===== src/ssv_pkg.sv =====
package ssv_pkg;
  // serial link timing
  localparam int unsigned CLK_HZ = 100_000_000;
  localparam int unsigned BAUD_NORMAL = 2400;
  localparam int unsigned BAUD_TURBO = 9600;
  localparam int unsigned TURBO_MUL = 4;
  localparam int unsigned BAUD_DIV_DEF = CLK_HZ / BAUD_NORMAL;
  localparam int unsigned DIV_W = 17;

  // nonvolatile map
  localparam int unsigned NVM_BYTES = 48;
  localparam logic [5:0] ADDR_MODE = 6'h00;
  localparam logic [5:0] ADDR_SPAN_LO = 6'h02;
  localparam logic [5:0] ADDR_SPAN_HI = 6'h03;
  localparam logic [5:0] ADDR_ZERO_LO = 6'h04;
  localparam logic [5:0] ADDR_ZERO_HI = 6'h05;
  localparam logic [5:0] ADDR_FRONT = 6'h06;
  localparam logic [5:0] ADDR_ERR_LO = 6'h07;
  localparam logic [5:0] ADDR_ERR_HI = 6'h08;
  localparam logic [5:0] ADDR_TRIG_LO = 6'h09;
  localparam logic [5:0] ADDR_OUT_LO = 6'h0a;
  localparam logic [5:0] ADDR_TRIG_HI = 6'h0b;
  localparam logic [5:0] ADDR_OUT_HI = 6'h0c;
  localparam logic [5:0] ADDR_SOURCE = 6'h0d;
  localparam logic [5:0] ADDR_FILTER = 6'h19;
  localparam logic [5:0] ADDR_SUM_BAL = 6'h2f;
  localparam logic [5:0] ADDR_LAST = 6'h2f;
  localparam logic [5:0] ADDR_SOFT_RST = 6'h3f;
  localparam logic [7:0] SUM_GOOD = 8'hff;
  localparam logic [7:0] RESET_ACK = 8'hbc;
  localparam logic [7:0] NVM_RESET = 8'h00;

  // operating mode byte fields
  localparam int unsigned MB_VOLT = 0;
  localparam int unsigned MB_CURR = 1;
  localparam int unsigned MB_TURBO = 2;
  localparam int unsigned MB_ANALOG = 3;
  localparam int unsigned MB_FUNC_EN = 4;
  localparam int unsigned MB_STEER = 5;
  localparam int unsigned MB_INT_TEMP = 6;
  localparam int unsigned MB_CHK = 7;

  // front-end byte fields
  localparam int unsigned FB_ZERO = 0;
  localparam int unsigned FB_IN_GAIN = 2;
  localparam int unsigned FB_VOUT_AMP = 4;
  localparam int unsigned FB_TGAIN = 5;
  localparam int unsigned FB_INVERT = 7;

  // command byte
  localparam int unsigned CMD_WRITE = 7;

  // alarm / steering source codes
  localparam logic [2:0] SRC_IN_AMP = 3'h0;
  localparam logic [2:0] SRC_SPAN_AMP = 3'h1;
  localparam logic [2:0] SRC_TEMP_AMP = 3'h2;
  localparam logic [2:0] SRC_VSTAGE = 3'h3;
  localparam logic [2:0] SRC_PIN_A = 3'h4;
  localparam logic [2:0] SRC_PIN_B = 3'h5;

  typedef enum logic [1:0] {
    SSV_LOAD,
    SSV_CMD,
    SSV_DATA,
    SSV_SEND
  } ssv_state_e;

  typedef struct packed {
    logic [1:0] rx_sync;
    logic rx_act;
    logic [DIV_W-1:0] rx_cnt;
    logic [3:0] rx_bit;
    logic [7:0] rx_sh;
    logic rx_vld;
    logic [7:0] rx_data;
    logic tx_act;
    logic [DIV_W-1:0] tx_cnt;
    logic [3:0] tx_bit;
    logic [9:0] tx_sh;
    logic tx;
  } ssv_uart_s;
endpackage : ssv_pkg


===== src/ssv_uart.sv =====
`timescale 1ns/1ps
module ssv_uart
  import ssv_pkg::*;
(
  input wire logic clk_i,
  input wire logic rst_n_i,
  input wire logic [DIV_W-1:0] div_i,
  input wire logic rx_i,
  input wire logic [7:0] tx_data_i,
  input wire logic tx_start_i,
  output logic [7:0] rx_data_o,
  output logic rx_valid_o,
  output logic tx_o,
  output logic tx_busy_o
);
  ssv_uart_s r, n;

  always_comb begin
    n = r;
    n.rx_vld = 1'b0;
    n.rx_sync = {r.rx_sync[0], rx_i};
    // receive 8N1, lsb first, sampled mid-bit
    if (!r.rx_act) begin
      if (!r.rx_sync[1]) begin
        n.rx_act = 1'b1;
        n.rx_cnt = {1'b0, div_i[DIV_W-1:1]};
        n.rx_bit = 4'h0;
      end
    end else if (r.rx_cnt != '0) begin
      n.rx_cnt = r.rx_cnt - 1'b1;
    end else begin
      n.rx_cnt = div_i - 1'b1;
      n.rx_bit = r.rx_bit + 4'h1;
      if (r.rx_bit == 4'h0) begin
        // glitch on idle line is not a start bit
        if (r.rx_sync[1]) n.rx_act = 1'b0;
      end else if (r.rx_bit < 4'h9) begin
        n.rx_sh = {r.rx_sync[1], r.rx_sh[7:1]};
      end else begin
        n.rx_act = 1'b0;
        if (r.rx_sync[1]) begin
          n.rx_vld = 1'b1;
          n.rx_data = r.rx_sh;
        end
      end
    end
    // transmit
    if (!r.tx_act) begin
      n.tx = 1'b1;
      if (tx_start_i) begin
        n.tx_act = 1'b1;
        n.tx_sh = {1'b1, tx_data_i, 1'b0};
        n.tx_cnt = div_i - 1'b1;
        n.tx_bit = 4'h0;
        n.tx = 1'b0;
      end
    end else if (r.tx_cnt != '0) begin
      n.tx_cnt = r.tx_cnt - 1'b1;
    end else begin
      n.tx_cnt = div_i - 1'b1;
      n.tx_bit = r.tx_bit + 4'h1;
      n.tx_sh = {1'b1, r.tx_sh[9:1]};
      n.tx = r.tx_sh[1];
      if (r.tx_bit == 4'h9) begin
        n.tx_act = 1'b0;
        n.tx = 1'b1;
      end
    end
  end

  always_ff @(posedge clk_i or negedge rst_n_i) begin
    if (!rst_n_i) begin
      r <= '0;
      r.rx_sync <= 2'h3;
      r.tx <= 1'b1;
    end else begin
      r <= n;
    end
  end

  assign rx_data_o = r.rx_data;
  assign rx_valid_o = r.rx_vld;
  assign tx_o = r.tx;
  assign tx_busy_o = r.tx_act;
endmodule : ssv_uart


===== src/ssv_supervisor.sv =====
`timescale 1ns/1ps
module ssv_supervisor
  import ssv_pkg::*;
#(
  parameter int unsigned BAUD_DIV = BAUD_DIV_DEF
) (
  input wire logic clk_i,
  input wire logic rst_n_i,
  input wire logic link_rx_i,
  output logic link_tx_o,
  input wire logic [9:0] input_amp_out_i,
  input wire logic [9:0] span_amp_out_i,
  input wire logic [9:0] temp_amp_out_i,
  input wire logic [9:0] voltage_stage_out_i,
  input wire logic [9:0] proc_code_i,
  input wire logic steer_pin_a_i,
  input wire logic steer_pin_b_i,
  output logic steer_pin_a_o,
  output logic steer_pin_a_oe_o,
  output logic steer_pin_b_o,
  output logic steer_pin_b_oe_o,
  output logic [9:0] dac_code_o,
  output logic dac_force_o,
  output logic volt_out_en_o,
  output logic curr_out_en_o,
  output logic turbo_o,
  output logic analog_path_o,
  output logic digital_path_o,
  output logic int_temp_sel_o,
  output logic ext_temp_sel_o,
  output logic swap_inputs_o,
  output logic [1:0] temp_amp_gain_o,
  output logic [1:0] coarse_zero_trim_o,
  output logic vout_amp_sel_o,
  output logic [1:0] input_gain_o,
  output logic [9:0] fine_span_trim_o,
  output logic [9:0] fine_zero_trim_o,
  output logic [3:0] temp_filter_o,
  output logic chk_fail_o,
  output logic ready_o
);
  typedef struct packed {
    ssv_state_e st;
    logic [NVM_BYTES-1:0][7:0] nvm;
    logic [5:0] addr;
    logic [5:0] idx;
    logic [7:0] sum;
    logic ack_due;
    logic tx_go;
    logic [7:0] tx_byte;
    logic volt;
    logic curr;
    logic turbo;
    logic ana;
    logic dig;
    logic alarm_en;
    logic steer_en;
    logic int_t;
    logic ext_t;
    logic chk_en;
    logic chk_fail;
    logic swap;
    logic [1:0] tgain;
    logic [1:0] czero;
    logic vamp;
    logic [1:0] igain;
    logic [9:0] span;
    logic [9:0] zero;
    logic [9:0] err;
    logic [7:0] trig_lo;
    logic [7:0] out_lo;
    logic [7:0] trig_hi;
    logic [7:0] out_hi;
    logic [2:0] src;
    logic [3:0] filt;
    logic [1:0] pa_sync;
    logic [1:0] pb_sync;
    logic [9:0] dac;
    logic force_o;
    logic [1:0] steer;
  } ssv_main_s;

  localparam logic [DIV_W-1:0] DIV_NORM = DIV_W'(BAUD_DIV);
  localparam logic [DIV_W-1:0] DIV_FAST = DIV_W'(BAUD_DIV / TURBO_MUL);

  ssv_main_s r, n;
  logic [7:0] rx_data;
  logic rx_valid;
  logic tx_busy;
  logic tx_line;
  logic [DIV_W-1:0] div;

  // turbo only takes effect with the settings loaded at reset
  assign div = r.turbo ? DIV_FAST : DIV_NORM;

  ssv_uart u_uart (
    .clk_i(clk_i),
    .rst_n_i(rst_n_i),
    .div_i(div),
    .rx_i(link_rx_i),
    .tx_data_i(r.tx_byte),
    .tx_start_i(r.tx_go),
    .rx_data_o(rx_data),
    .rx_valid_o(rx_valid),
    .tx_o(tx_line),
    .tx_busy_o(tx_busy)
  );

  always_comb begin
    logic [7:0] byte_v;
    logic [7:0] total;
    logic [7:0] mode;
    logic [7:0] fe;
    logic [9:0] src10;
    logic [7:0] src8;
    byte_v = '0;
    total = '0;
    mode = '0;
    fe = '0;
    src10 = '0;
    src8 = '0;
    n = r;
    n.tx_go = 1'b0;
    n.pa_sync = {r.pa_sync[0], steer_pin_a_i};
    n.pb_sync = {r.pb_sync[0], steer_pin_b_i};

    case (r.st)
      SSV_LOAD: begin
        byte_v = r.nvm[r.idx];
        total = r.sum + byte_v;
        n.sum = total;
        n.idx = r.idx + 6'h01;
        if (r.idx == ADDR_LAST) begin
          mode = r.nvm[ADDR_MODE];
          fe = r.nvm[ADDR_FRONT];
          // working copy refreshed only here
          n.volt = mode[MB_VOLT];
          n.curr = mode[MB_CURR];
          n.turbo = mode[MB_TURBO];
          n.ana = mode[MB_ANALOG];
          n.dig = ~mode[MB_ANALOG];
          n.steer_en = mode[MB_FUNC_EN] & mode[MB_STEER];
          n.alarm_en = mode[MB_FUNC_EN] & ~mode[MB_STEER];
          n.int_t = mode[MB_INT_TEMP];
          n.ext_t = ~mode[MB_INT_TEMP];
          n.chk_en = mode[MB_CHK];
          // a passing sum clears an earlier failure
          n.chk_fail = mode[MB_CHK] & (total != SUM_GOOD);
          n.swap = fe[FB_INVERT];
          n.czero = fe[FB_ZERO +: 2];
          n.tgain = fe[FB_TGAIN +: 2];
          n.igain = fe[FB_IN_GAIN +: 2];
          n.vamp = fe[FB_VOUT_AMP];
          n.span = {r.nvm[ADDR_SPAN_HI][1:0], r.nvm[ADDR_SPAN_LO]};
          n.zero = {r.nvm[ADDR_ZERO_HI][1:0], r.nvm[ADDR_ZERO_LO]};
          n.err = {r.nvm[ADDR_ERR_HI][1:0], r.nvm[ADDR_ERR_LO]};
          n.trig_lo = r.nvm[ADDR_TRIG_LO];
          n.out_lo = r.nvm[ADDR_OUT_LO];
          n.trig_hi = r.nvm[ADDR_TRIG_HI];
          n.out_hi = r.nvm[ADDR_OUT_HI];
          n.src = r.nvm[ADDR_SOURCE][2:0];
          // upper nibble ignored; illegal codes saturate at heaviest
          n.filt = (r.nvm[ADDR_FILTER][3:0] > 4'h6) ? 4'h6 :
                   r.nvm[ADDR_FILTER][3:0];
          if (r.ack_due) begin
            n.st = SSV_SEND;
            n.tx_byte = RESET_ACK;
          end else begin
            n.st = SSV_CMD;
          end
        end
      end
      SSV_CMD: begin
        if (rx_valid) begin
          n.addr = rx_data[5:0];
          if (rx_data[CMD_WRITE]) begin
            n.st = SSV_DATA;
          end else if (rx_data[5:0] == ADDR_SOFT_RST) begin
            // no data byte for this address, only the ack
            n.st = SSV_LOAD;
            n.idx = '0;
            n.sum = '0;
            n.ack_due = 1'b1;
          end else begin
            n.st = SSV_SEND;
            n.tx_byte = (rx_data[5:0] <= ADDR_LAST) ?
                        r.nvm[rx_data[5:0]] : 8'h00;
          end
        end
      end
      SSV_DATA: begin
        if (rx_valid) begin
          n.st = SSV_CMD;
          // takes effect only after the next soft reset; a hardware reset clears the map
          if (r.addr <= ADDR_LAST) n.nvm[r.addr] = rx_data;
        end
      end
      SSV_SEND: begin
        if (!tx_busy && !r.tx_go) begin
          n.tx_go = 1'b1;
          n.ack_due = 1'b0;
          n.st = SSV_CMD;
        end
      end
      default: n.st = SSV_CMD;
    endcase

    case (r.src)
      SRC_IN_AMP: src10 = input_amp_out_i;
      SRC_SPAN_AMP: src10 = span_amp_out_i;
      SRC_TEMP_AMP: src10 = temp_amp_out_i;
      SRC_VSTAGE: src10 = voltage_stage_out_i;
      SRC_PIN_A: src10 = {10{r.pa_sync[1]}};
      SRC_PIN_B: src10 = {10{r.pb_sync[1]}};
      default: src10 = '0;
    endcase
    src8 = src10[9:2];

    // checksum error outranks alarm clamping
    n.force_o = 1'b0;
    n.dac = proc_code_i;
    if (r.chk_fail) begin
      n.dac = r.err;
      n.force_o = 1'b1;
    end else if (r.alarm_en && src8 > r.trig_hi) begin
      n.dac = {r.out_hi, 2'b00};
      n.force_o = 1'b1;
    end else if (r.alarm_en && src8 < r.trig_lo) begin
      n.dac = {r.out_lo, 2'b00};
      n.force_o = 1'b1;
    end

    // levels share the alarm bytes; no hysteresis
    if (!r.steer_en) begin
      n.steer = 2'b00;
    end else if (src8 >= r.trig_hi) begin
      n.steer = 2'b11;
    end else if (src8 >= r.out_lo) begin
      n.steer = 2'b10;
    end else if (src8 >= r.trig_lo) begin
      n.steer = 2'b01;
    end else begin
      n.steer = 2'b00;
    end
  end

  always_ff @(posedge clk_i or negedge rst_n_i) begin
    if (!rst_n_i) begin
      r <= '0;
      r.st <= SSV_LOAD;
    end else begin
      r <= n;
    end
  end

  // pins are outputs only while steering is on
  always_ff @(posedge clk_i or negedge rst_n_i) begin
    if (!rst_n_i) begin
      link_tx_o <= 1'b1;
      steer_pin_a_oe_o <= 1'b0;
      steer_pin_b_oe_o <= 1'b0;
      ready_o <= 1'b0;
    end else begin
      link_tx_o <= tx_line;
      steer_pin_a_oe_o <= n.steer_en;
      steer_pin_b_oe_o <= n.steer_en;
      ready_o <= (n.st != SSV_LOAD);
    end
  end

  assign steer_pin_a_o = r.steer[1];
  assign steer_pin_b_o = r.steer[0];
  assign dac_code_o = r.dac;
  assign dac_force_o = r.force_o;
  assign volt_out_en_o = r.volt;
  assign curr_out_en_o = r.curr;
  assign turbo_o = r.turbo;
  assign analog_path_o = r.ana;
  assign digital_path_o = r.dig;
  assign int_temp_sel_o = r.int_t;
  assign ext_temp_sel_o = r.ext_t;
  assign swap_inputs_o = r.swap;
  assign temp_amp_gain_o = r.tgain;
  assign coarse_zero_trim_o = r.czero;
  assign vout_amp_sel_o = r.vamp;
  assign input_gain_o = r.igain;
  assign fine_span_trim_o = r.span;
  assign fine_zero_trim_o = r.zero;
  assign temp_filter_o = r.filt;
  assign chk_fail_o = r.chk_fail;
endmodule : ssv_supervisor


===== config.mk =====
export PLATFORM = sky130hd
export DESIGN_NAME = ssv_supervisor
export DESIGN_NICKNAME = d
export VERILOG_FILES = /design/src/ssv_pkg.sv /design/src/ssv_uart.sv /design/src/ssv_supervisor.sv
export SDC_FILE = /design/constraint.sdc
export NUM_CORES = 1
export LEC_CHECK = 0
export BUFFER_PORTS_ARGS = -buffer_cell sky130_fd_sc_hd__buf_4
export CAP_MARGIN = 20
export CORE_MARGIN = 1.5
export CORE_UTILIZATION = 57
export DETAILED_ROUTE_END_ITERATION = 8
export PLACE_DENSITY = 0.74
export SLEW_MARGIN = 0
export SYNTH_ARGS = -nofsm -noshare
export SYNTH_HDL_FRONTEND = slang
export SYNTH_SLANG_ARGS = --single-unit

===== constraint.sdc =====
create_clock -name clk_i -period 4.3 [get_ports clk_i]
set_clock_uncertainty 0.2 [all_clocks]
set_input_delay 0.86 -clock clk_i [delete_from_list [all_inputs] [get_ports clk_i]]
set_output_delay 0.86 -clock clk_i [all_outputs]
set_load 0.05 [all_outputs]

==> run metrics <==
status=finished, final reports clean; Layout Cells excl Fill=3194; Startpoint Class=register; Setup violations, final=0; most common cell after layout, fill and taps aside=dfrtp_1; Cell Area, Synth=31400 um^2; DRC viols=0; global-route wire length before repair=126000 um; crit path max-delay cell type=mux4_2; pwr/cell area=325 nW/um^2; CP peak stage delay=0.54 ns; Mapped Cells=2379; fmax=0.238 GHz; share of power burned in registers=48.9%; # IOs=112; Tmin final=4.20 ns; Detail Placement HPWL=54200 um; Starting Density=58.0%; Combinational Power Share=2.1%; Die Y-Extent=238 um; Mean Syn Cell Area=13.2 um^2; total CTS buffers=66; adder-cell share of the synthesized area=1.49%; syn_nets=2470; largest net degree at the start of global routing=113; Final Cycle Share=97.7%; Worst-Margin Slew=1.05 ns; XOR/XNOR Fraction of Synth Area=0.530%; leakage=16.1 nW; antenna diode count=0; Max Cap Viol=0; DRT Pass-1 Iters=8; final WL=80500 um; WP data required=4.60 ns; Clock Latency Late Sink=0.61 ns; routed length per instance=25.2 um; DR vias=20975; clk root buf=clkbuf_16; GR Util All Layers=29.1%; die width=238 um; vias in the first global route=21251; share of post-route cells with drive strength above 1=41.0%; Synth top area share=47.1%; RSZ-0062 raised after global routing=true; combinational family with the most area after synthesis=multiplexers; initial DRC count=1806; CTS Hold Bufs=0; CP endpoint kind=register; setup TNS=0 ns; Ys Warns=0; most frequent cells in the layout=582 x dfrtp_1, 422 x mux2_2, 284 x nand2_1; CTS H-Tree Depth=3; arrival time worst endpoint=4.50 ns; Final Max Slew Viols=0; critical-path cell list=buf_12, buf_16, buf_12, mux4_2, mux4_2, mux2i_1, o22ai_1, ha_1, nand3_1, o211ai_1, o41ai_2, xor2_1, or4_1, o21ai_0; simple-gate share of the synthesized area=7.57%; clk buf depth=3; leading area contributor after synthesis=dfrtp_1; Tot Pwr=11.5 mW; dpl cells=3057; initial antenna violation count=0; port buffer count=103; DP Area=32900 um^2; register area share after synthesis=47.4%; Routed Antenna Nets=0; share of total power in the clock network=49.0%; asr flop ratio synth=100%; Max Fanout on Critical Path=6; worst rel slew slack=30.0%; die area=56500 um^2; Final Hold Vio Count=0; synth top area cells=dfrtp_1 47%, mux4_2 16%, mux2_2 15%; family with the most delay on the worst path=multiplexers; Primary FF master, synth=dfrtp_1; Switch Pwr=2.47 mW; post-synthesis mux area share=33.6%; CTS tree=yes; clk slew on worst S/H paths=0.06 ns; Worst Path Buf+Inv=3; Std-Cell Rows=85; Hold Path Class=reg -> reg; internal power=9.00 mW; Clock Sinks=595; Post-synth EDFFs=0; final net count=2540; fin area=35300 um^2; area grow syn2layout=12.5%; Net Sw Frac=21.5%; CORE AREA=54100 um^2; Yosys reg bits=595; vias per cell=6.57; Max IR drop VDD=0.261 mV; GPL Wtd Cong=0.882; Synth Area in Compound Gates=5.13%; Cell variety after synth=80; grt ovf=0; Crit Path Class=reg -> reg
kinds of logic (layout without fill, tap and decap cells):
logic type	count (synthesis)	in the layout
simple gates	491	491
fa+ha+maj	37	37
compound gates	247	247
buf+inv	276	395
xor+xnor	19	19
mux	714	714
flops	595	595
routing by layer:
| layer | track usage (%) | routed length, um |
|---|---|---|
| met5 | 0 | 0 |
| met4 | 8.70 | 2070 |
| met3 | 5.93 | 6170 |
| met2 | 45.4 | 38300 |
| met1 | 41.4 | 34000 |
repair_timing:
| action | CTS | global route |
|---|---|---|
| setup buffers | 0 | 16 |
| endpoints found under the setup margin | 0 | 2 |
| gates resized for setup | 0 | 12 |
power groups by stage:
stage / Clock, mW / Combinational [mW] / Sequential (mW)
after floorplan: 0 / 0.0687 / 5.71
after global placement: 0 / 0.240 / 5.71
after detailed placement: 0 / 0.249 / 5.71
after CTS: 5.71 / 0.250 / 5.61
after global routing: 5.95 / 0.275 / 5.61
final: 5.62 / 0.242 / 5.61
area by class of cell:
| cell class | count | area (um^2) |
|---|---|---|
| Fill cell | 3871 | 18800 |
| Multi-Input combinational cell | 1508 | 15200 |
| Sequential cell | 595 | 14900 |
| Clock buffer | 96 | 1940 |
| Timing Repair Buffer | 212 | 1920 |
| Tap cell | 696 | 871 |
| Inverter | 66 | 248 |
| Clock inverter | 21 | 208 |
Yosys cell counts (all sizes together), types with 3 or more instances:
master / instances
dfrtp: 591
mux2: 424
nand2: 293
mux4: 228
buf: 113
clkbuf: 97
o21ai: 84
inv: 66
nor2: 65
mux2i: 62
a21oi: 40
ha: 35
nor3: 22
nor2b: 19
a31oi: 18
nand2b: 17
a22o: 15
nand3: 15
xnor2: 12
a211oi: 11
o211ai: 11
o22ai: 10
or3: 8
a21o: 7
a222oi: 7
nand4: 7
nor3b: 7
nor4: 7
xor2: 7
a32o: 6
and3: 6
a221o: 5
a221oi: 5
nor4b: 5
o21a: 5
o31ai: 5
or4: 5
dfstp: 4
nand3b: 3
nand4b: 3
or2: 3
per-stage QoR:
stage | setup slack, ns | utilization (%) | hold slack [ns]
2_1_floorplan | 0.198 | - | 0.131
3_3_place_gp | 0.110 | 60.7 | 0.137
3_5_place_dp | 0.0160 | 60.7 | 0.137
4_1_cts | 0.00258 | 64.7 | 0.138
5_1_grt | -0.0386 | 65.2 | 0.153
6_report | 0.0981 | 65.2 | 0.149
path summary, 6_finish.rpt:
kind | start | to | slack [ns] | cells past startpoint
setup reg to reg | r[123]$_DFFE_PN0P_ | r[122]$_DFFE_PN0P_ | 0.1 | 14
hold reg to reg | n[16]$_DFF_PN0_ | r[16]$_DFF_PN0_ | 0.15 | 0
setup / recovery | r[123]$_DFFE_PN0P_ | r[122]$_DFFE_PN0P_ | 0.1 | 14
max in group asynchronous | rst_n_i | async pin | 2.56 | 2
min in group asynchronous | rst_n_i | fine_span_trim_o[3]$_DFFE_PN0P_ | 0.17 | 1
hold / removal | n[16]$_DFF_PN0_ | r[16]$_DFF_PN0_ | 0.15 | 0
No activity file was read; power rests on OpenSTA's default activity.
